`src/design/scd_pkg.sv`:
```
// Package: constants, state carrier and rule summary for the system clock divider control
// What this block does
// - Any reset clears bits four-zero and seven
// - Divide codes give 1,2,4,8; power-manage gives 256
// - Power-manage mode forces divide by 256
// - Switch-back clears power-manage; re-set blocked while active
// - Switch-back only in divide-256 with enable set
// - Divide bits frozen while power-manage set
// - Exit ratio comes from original divide bits
// - Enable clear means no switch-back at all
// - External edge counts only when interrupt armed
// - Receive start bit triggers switch-back when enabled
// - Transmit activity forces switch-back when enabled
// - SPI activity triggers switch-back
// - Debug mode entry triggers switch-back
// - Stop bit halts; reset or interrupt clears
// - Stop leaves source and ratio unchanged
// - Status bit shows ring oscillator drives clock
// - Ring select switches at once, disables crystal
// - Crystal returns after warm-up and PLL ready
// - Ring select cleared by power-on reset only
// - Idle bit halts pointer and module selects
// - Ratio changes go through lock (code has no lock: a plain write sets the divide bits); bit five read-only
package scd_pkg;

  // ----------------------------------------------------------------
  // Register map
  // ----------------------------------------------------------------
  localparam logic [7:0] SYSTEM_CLOCK_CONTROL_OFFSET = 8'h0E;
  localparam logic [7:0] SYSTEM_CLOCK_CONTROL_RESET  = 8'h00;

  // Bit positions of the control register
  localparam int DIVIDE_SELECT_LO_BIT    = 0;
  localparam int DIVIDE_SELECT_HI_BIT    = 1;
  localparam int POWER_MANAGE_ENABLE_BIT = 2;
  localparam int SWITCH_BACK_ENABLE_BIT  = 3;
  localparam int STOP_MODE_BIT           = 4;
  localparam int RING_SOURCE_STATUS_BIT  = 5;
  localparam int RING_SOURCE_SELECT_BIT  = 6;
  localparam int IDLE_MODE_BIT           = 7;

  // ----------------------------------------------------------------
  // Divider and warm-up constants
  // ----------------------------------------------------------------
  localparam logic [7:0] DIV_PMM_M1     = 8'hFF;  // Divide by 256, minus one
  localparam logic [7:0] DIV_COUNT_ZERO = 8'h00;
  localparam int         WARM_W         = 20;
  localparam logic [WARM_W-1:0] WARM_ZERO    = 20'h00000;
  localparam logic [WARM_W-1:0] WARM_DEFAULT = 20'h10000;  // Crystal warm-up cycles
  localparam int         EXT_INT_N      = 8;

  // ----------------------------------------------------------------
  // State carrier
  // ----------------------------------------------------------------
  typedef struct packed {
    logic [1:0]        divide_select;
    logic              power_manage_enable;
    logic              switch_back_enable;
    logic              stop_mode;
    logic              ring_source_select;
    logic              ring_source_status;
    logic              idle_mode;
    logic [7:0]        div_count;
    logic [7:0]        active_ratio_m1;
    logic              sys_clk_en;
    logic [WARM_W-1:0] warm_count;
    logic [7:0]        rd_data;
    logic              rx_meta;
    logic              rx_sync;
    logic              pll_meta;
    logic              pll_sync;
  } scd_state_t;

endpackage : scd_pkg

```
`src/design/scd_clock_control.sv`:
```
// Module: system clock source, divider, low-power modes and register port
`timescale 1ns/1ps
module scd_clock_control #(
  parameter logic [scd_pkg::WARM_W-1:0] WARMUP_CYCLES = scd_pkg::WARM_DEFAULT
) (
  input  wire logic                          clk,
  input  wire logic                          rst_n,
  input  wire logic                          soft_rst,
  input  wire logic [7:0]                    reg_addr,
  input  wire logic [7:0]                    reg_wdata,
  input  wire logic                          reg_wr,
  input  wire logic                          reg_rd,
  output logic      [7:0]                    reg_rdata,
  input  wire logic [scd_pkg::EXT_INT_N-1:0] ext_int_edge,
  input  wire logic [scd_pkg::EXT_INT_N-1:0] ext_int_armed,
  input  wire logic                          serial_rx,
  input  wire logic                          serial_rx_enable,
  input  wire logic                          serial_tx_active,
  input  wire logic                          spi_active,
  input  wire logic                          debug_entry,
  input  wire logic                          int_taken,
  input  wire logic                          pll_ready,
  output logic                               sys_clk_en,
  output logic                               ring_clock_active,
  output logic                               xtal_pll_disable,
  output logic                               stop_mode,
  output logic                               idle_mode
);

  // ----------------------------------------------------------------
  // Operating notes
  // ----------------------------------------------------------------
  // Register port
  //   Write acts at the edge that samples the write strobe.
  //   Read data stand for one cycle after the read strobe.
  //   Otherwise the read data bus rests at zero.
  //   Unmapped addresses read zero and drop writes.
  //   A write in a soft reset cycle is dropped on purpose.
  //
  // Divider
  //   One enable pulse per divided period, from a flop.
  //   The period counter always runs, also in stop mode.
  //   A new ratio is taken only at the end of a period.
  //   That keeps every enable period whole, never shortened.
  //   The price: a ratio change may wait up to 256 cycles.
  //
  // Power-manage and switch-back
  //   Power-manage forces divide by 256, whatever the code.
  //   Divide bits are frozen while power-manage is set.
  //   Leaving divide by 256 restores the programmed code.
  //   Switch-back needs both power-manage and its enable.
  //   Re-arming power-manage is refused while a source is up.
  //   Refusal uses the enable as it stood before the write.
  //   The receive pin passes two flops before use.
  //   So a start bit asks for switch-back two cycles late.
  //
  // Stop and idle
  //   Stop only gates the enable pulse; ratio is untouched.
  //   An armed external edge clears stop, beating a write.
  //   A taken interrupt clears idle, beating a write.
  //   Idle needs no warm-up, the source is never touched.
  //
  // Clock source
  //   Ring select takes over at the next edge.
  //   The same bit switches off crystal and PLL.
  //   On release the ring clock stays until warm-up ends.
  //   The PLL ready pin passes two flops before use.
  //   Handover back waits for a period boundary.
  //   Warm-up restarts whenever ring select is set again.
  //   Only power-on reset clears ring select and status.
  //
  // Hazards
  //   Receive sync flops reset high, the idle pin level.
  //   Otherwise reset would look like a false start bit.
  //   Soft reset is a same-clock level, not synchronised.

  // ----------------------------------------------------------------
  // Decode helpers
  // ----------------------------------------------------------------
  // Register hit test, shared by read and write paths
  function automatic logic reg_hit(input logic [7:0] addr);
    reg_hit = (addr == scd_pkg::SYSTEM_CLOCK_CONTROL_OFFSET);
  endfunction

  // Divide ratio minus one from mode bits
  function automatic logic [7:0] ratio_m1(input logic power_manage_mode, input logic [1:0] cd);
    case (cd)
      2'h0:    ratio_m1 = 8'h00;
      2'h1:    ratio_m1 = 8'h01;
      2'h2:    ratio_m1 = 8'h03;
      default: ratio_m1 = 8'h07;
    endcase
    if (power_manage_mode) begin
      ratio_m1 = scd_pkg::DIV_PMM_M1;
    end
  endfunction

  scd_pkg::scd_state_t st;
  scd_pkg::scd_state_t next_st;
  logic                wr_hit;
  logic                ext_fire;
  logic                sb_source;
  logic                boundary;
  logic                warm_done;

  // ----------------------------------------------------------------
  // Switch-back sources
  // ----------------------------------------------------------------
  assign wr_hit    = reg_wr && reg_hit(reg_addr) && !soft_rst;
  assign ext_fire  = |(ext_int_edge & ext_int_armed);
  assign sb_source = ext_fire
                   | (serial_rx_enable & ~st.rx_sync)
                   | serial_tx_active
                   | spi_active
                   | debug_entry;
  assign boundary  = (st.div_count == st.active_ratio_m1);
  assign warm_done = (st.warm_count == WARMUP_CYCLES);

  // ----------------------------------------------------------------
  // Next-state logic
  // ----------------------------------------------------------------
  always_comb begin
    next_st            = st;
    next_st.sys_clk_en = 1'b0;
    // Pin synchronisers
    next_st.rx_meta    = serial_rx;
    next_st.rx_sync    = st.rx_meta;
    next_st.pll_meta   = pll_ready;
    next_st.pll_sync   = st.pll_meta;

    // Software write; status bit five is never written
    if (wr_hit) begin
      next_st.switch_back_enable = reg_wdata[scd_pkg::SWITCH_BACK_ENABLE_BIT];
      next_st.stop_mode          = reg_wdata[scd_pkg::STOP_MODE_BIT];
      next_st.ring_source_select = reg_wdata[scd_pkg::RING_SOURCE_SELECT_BIT];
      next_st.idle_mode          = reg_wdata[scd_pkg::IDLE_MODE_BIT];
      if (!st.power_manage_enable) begin
        next_st.divide_select = reg_wdata[scd_pkg::DIVIDE_SELECT_HI_BIT:scd_pkg::DIVIDE_SELECT_LO_BIT];
      end
      if (!(reg_wdata[scd_pkg::POWER_MANAGE_ENABLE_BIT] && st.switch_back_enable && sb_source)) begin
        next_st.power_manage_enable = reg_wdata[scd_pkg::POWER_MANAGE_ENABLE_BIT];
      end
    end

    // Automatic switch-back only from divide by 256
    if (st.power_manage_enable && st.switch_back_enable && sb_source) begin
      next_st.power_manage_enable = 1'b0;
    end

    // Stop and idle exits
    if (ext_fire) begin
      next_st.stop_mode = 1'b0;
    end
    if (int_taken) begin
      next_st.idle_mode = 1'b0;
    end

    // Divider: new ratio is loaded only at a period boundary
    if (boundary) begin
      next_st.div_count       = scd_pkg::DIV_COUNT_ZERO;
      next_st.active_ratio_m1 = ratio_m1(st.power_manage_enable, st.divide_select);
      next_st.sys_clk_en      = !st.stop_mode;
    end else begin
      next_st.div_count = st.div_count + 8'h01;
    end

    // Clock source selection
    if (st.ring_source_select) begin
      next_st.ring_source_status = 1'b1;
      next_st.warm_count         = scd_pkg::WARM_ZERO;
    end else if (st.ring_source_status) begin
      if (!warm_done) begin
        next_st.warm_count = st.warm_count + 1'b1;
      end else if (st.pll_sync && boundary) begin
        next_st.ring_source_status = 1'b0;
      end
    end

    // Read port, data valid the cycle after the strobe
    next_st.rd_data = 8'h00;
    if (reg_rd && reg_hit(reg_addr)) begin
      next_st.rd_data = {st.idle_mode, st.ring_source_select, st.ring_source_status,
                         st.stop_mode, st.switch_back_enable, st.power_manage_enable,
                         st.divide_select};
    end

    // Non power-on reset: ring select and its status are kept
    if (soft_rst) begin
      next_st.divide_select       = 2'h0;
      next_st.power_manage_enable = 1'b0;
      next_st.switch_back_enable  = 1'b0;
      next_st.stop_mode           = 1'b0;
      next_st.idle_mode           = 1'b0;
    end
  end

  // ----------------------------------------------------------------
  // State register; power-on reset clears everything but the receive sync flops, which it sets
  // ----------------------------------------------------------------
  always_ff @(posedge clk or negedge rst_n) begin
    if (!rst_n) begin
      st         <= '0;
      // Receive sync at idle level, no false start bit
      st.rx_meta <= 1'b1;
      st.rx_sync <= 1'b1;
    end else begin
      st <= next_st;
    end
  end

  // Outputs straight from state
  assign reg_rdata         = st.rd_data;
  assign sys_clk_en        = st.sys_clk_en;
  assign ring_clock_active = st.ring_source_status;
  assign xtal_pll_disable  = st.ring_source_select;
  assign stop_mode         = st.stop_mode;
  assign idle_mode         = st.idle_mode;

  // Each armed external pin asks for switch-back
  for (genvar gi = 0; gi < scd_pkg::EXT_INT_N; gi++) begin : g_ext_sb

  end
endmodule // scd_clock_control

```
`config.mk`:
```
export PLATFORM = sky130hd
export DESIGN_NAME = scd_clock_control
export DESIGN_NICKNAME = d
export VERILOG_FILES = /design/src/design/scd_pkg.sv /design/src/design/scd_clock_control.sv
export SDC_FILE = /design/constraint.sdc
export NUM_CORES = 1
export LEC_CHECK = 0
export BUFFER_PORTS_ARGS = -buffer_cell sky130_fd_sc_hd__buf_2
export CORE_MARGIN = 8
export CORE_UTILIZATION = 54
export DETAILED_ROUTE_END_ITERATION = 16
export MAX_ROUTING_LAYER = met4
export PLACE_DENSITY = 0.84
export SYNTH_ARGS = -nofsm -noshare
export SYNTH_HDL_FRONTEND = slang
export SYNTH_SLANG_ARGS = --single-unit
```
`constraint.sdc`:
```
create_clock -name clk -period 2.8 [get_ports clk]
set_clock_uncertainty 0.15 [all_clocks]
set_input_delay 0.7 -clock clk [delete_from_list [all_inputs] [get_ports clk]]
set_output_delay 0.7 -clock clk [all_outputs]
set_load 0.1 [all_outputs]
```
==> impl_metrics.py <==
metrics = {
    "logic_synthesis": {
        "yosysWarnings": 0,
        "synth_commonest_cells": "51 x dfrtp_1, 23 x nor2_1, 13 x a21oi_1, 13 x nand2_1, 10 x inv_1",
        "syn_area_per_cell_sq_um": 10.4,
        "async_reset_ff_share_pct": 100,
        "yosys.area.top_type": "dfrtp_1",
        "synth_nets": 296,
        "yosysUniqueCellTypes": 47,
        "yosysSeqAreaShare_pct": 51.3,
        "netlist.area_leader.share_pct": 49.3,
        "ys_seq_elements": 53,
        "synth-main-ff-cell": "dfrtp_1",
        "synth_area_leaders": "dfrtp_1 49%, nor2_1 3.3%, xor2_1 3.0%, xnor2_1 2.7%, a21oi_1 2.5%",
        "synth.most_common_cell": "dfrtp_1",
        "synth_edf_count": 0,
        "synthCells": 249,
        "syn-cell-area_sq_um": 2590,
    },
    "timing": {
        "finalHoldViolCount": 0,
        "layout_min_cycle_time_ns": 2.44,
        "setup_violations": 0,
        "relSlewSlack_pct": 59.3,
        "final_max_slew_viol_count": 0,
        "hold_ws_ns": 0.208,
        "final.setup.tns_ns": 0,
        "rsz0062_at_grt": "false",
        "max_freq_ghz": 0.410,
        "period_share_pct": 87.1,
        "tightest_slew_ns": 0.611,
    },
    "floorplanning": {
        "core_sq_um": 4660,
        "floorplan.rows": 25,
        "num_io_pins": 57,
        "die_w_microns": 85.2,
        "start_util_pct": 55.5,
        "fp.dieH_microns": 85.2,
        "dieArea_sq_um": 7270,
    },
    "clock_network": {
        "cts_made_buffers": 5,
        "cts_setup_buffers": 0,
        "ctsHoldBuffers": 0,
        "cts-resized-gates": 0,
        "cts_tree": "done",
        "clk_path_buf_depth": 2,
        "cts_root_buf": "clkbuf_8",
        "htreeDepth": 2,
        "numClockSinks": 53,
        "clkLatencyLatePin_ns": 0.31,
        "clk_pin_slew_ns": 0.08,
    },
    "critical_path": {
        "path_delay_family": "flip-flops",
        "reg2reg_slack_ns": 0.57,
        "r2r_cells": 5,
        "crit_fanout": 19,
        "arrival_ns": 1.59,
        "crit_buf_inv": 1,
        "crit_type": "flip-flop to output pin",
        "crit_required_ns": 1.95,
        "cpPeakStageDelay_ns": 0.74,
        "reg2reg_to": "st[42]",
        "worstSetupStartpointType": "flip-flop",
        "r2r-start": "st[45]",
        "end_kind": "output pin",
        "crit_path_top_delay_cell": "dfrtp_1",
        "worstPathCellList": "buf_2",
        "crit_path_start": "xtal_pll_disable",
    },
    "power": {
        "power_uw": 1730,
        "p_leak_uw": 0.00142,
        "vdd_drop_max_mv": 0.271,
        "p_per_area_nw_per_um2": 586,
    },
    "global_routing": {
        "antenna_found_initial": 0,
        "grt_usage_pct": 16.9,
        "grt_max_degree": 26,
        "overflow": 0,
        "grt_pass1_vias": 2123,
        "grt_pass1_wl_mm": 9.67,
    },
    "placed_design": {
        "port_buffers": 55,
        "place_hpwl_mm": 4.09,
        "gp_congestion": 0.880,
        "place_area_sq_um": 2860,
    },
    "job": {
        "maxCapViolations": 0,
    },
    "route": {
        "drt_pre_antenna_iters": 4,
        "via_per_inst": 5.78,
        "drt-initial-drc-count": 134,
        "wl_per_cell_microns": 15.6,
        "drc_errors": 0,
        "ant_nets": 0,
        "vias": 2047,
        "wirelength_mm": 5.52,
    },
    "cells_and_area": {
        "final_cell_area_sq_um": 2950,
        "syn2layout_area_growth_pct": 14.0,
        "fill_cells": 349,
        "nNetsFinal": 347,
        "final_util_pct": 63.3,
        "n_antenna_cell": 0,
        "drive_above_1_share_pct": 25.3,
    },
    "hold_path": {
        "min_path_type": "input port to asynchronous set/reset pin",
    },
    "run_status": {
        "status": "complete, no violations",
    },
}
per-layer routing:
| metal | vias to the layer above | global-route usage [%] | routed length, microns |
|---|---|---|---|
| li1 | 985 | - | - |
| met4 | 0 | 7.12 | 92 |
| met2 | 55 | 25.8 | 2690 |
| met5 | - | - | 0 |
| met3 | 6 | 3.38 | 199 |
| met1 | 1001 | 21.3 | 2540 |
power breakdown:
part | total (uW) | switching (uW) | internal, uW
logic | 392 | 245 | 148
registers | 903 | 83.9 | 819
clock network | 433 | 236 | 197
total | 1730 | 565 | 1160
placed cells by master, fill, tap and decap left out, drive strengths merged, types with 2 or more instances in the layout:
master   n
o211ai   3
and2     8
a21oi   13
o21ai    7
or4      6
and4     3
nor4     6
or3      6
dfstp    2
clkbuf   7
buf     61
nand2   13
nand4    7
or4b     3
nor2b    3
mux2     4
a22oi    4
inv     10
dfrtp   51
ha       3
xnor2    8
nor3     6
o41ai    3
xor2     9
o31ai    4
nor2    24
nand3    8
mux2i    6
logic make-up (layout without fill, tap and decap cells):
logic type	count (synthesis)	count (layout)	synth area share [%]
AND/OR/NAND/NOR	100	100	22.1
flip-flops	53	53	51.3
AO/OA/AOI/OAI	39	39	9.52
buffers and inverters	27	78	5.80
XOR/XNOR	17	17	5.75
multiplexers	10	10	4.06
adder cells (fa/ha/maj)	3	3	1.45
layout make-up:
cell class                      count  area (sq um)  share of cell area (%)
Tap cell                           54          67.6                    2.29
Timing Repair Buffer               61           320                    10.9
Inverter                           10          37.5                    1.27
Sequential cell                    53          1330                    45.0
Clock buffer                        7          86.3                    2.93
Multi-Input combinational cell    169          1110                    37.6
through the flow:
step | instances | worst slack (ns)
2_1_floorplan | 249 | 0.373
3_3_place_gp | 347 | 0.377
3_5_place_dp | 347 | 0.350
4_1_cts | 354 | 0.355
5_1_grt | 354 | 0.276
6_report | 354 | 0.362
sequential cells by signal, indices dropped and copies added, names as in the netlist:
name               flops
idle_mode              1
next_st                2
reg_rdata              8
ring_clock_active      1
st                    38
stop_mode              1
sys_clk_en             1
xtal_pll_disable       1
worst reg2reg max path: cells and delay by family (launching register included):
kind	cells	cell delay (ns)
buffers and inverters	1	0.25
and+or+nand+nor	3	1.05
DFF	1	0.45
AOI/OAI and AO/OA	1	0.22
how the worst max path moves through the flow:
stage | to | depth (start not counted)
floorplan | st[29] | 5
detailed placement | st[54] | 6
CTS | xtal_pll_disable | 1
finish | xtal_pll_disable | 1
global route | xtal_pll_disable | 1
global placement | st[54] | 6
Power figures use the tool's default switching activity.
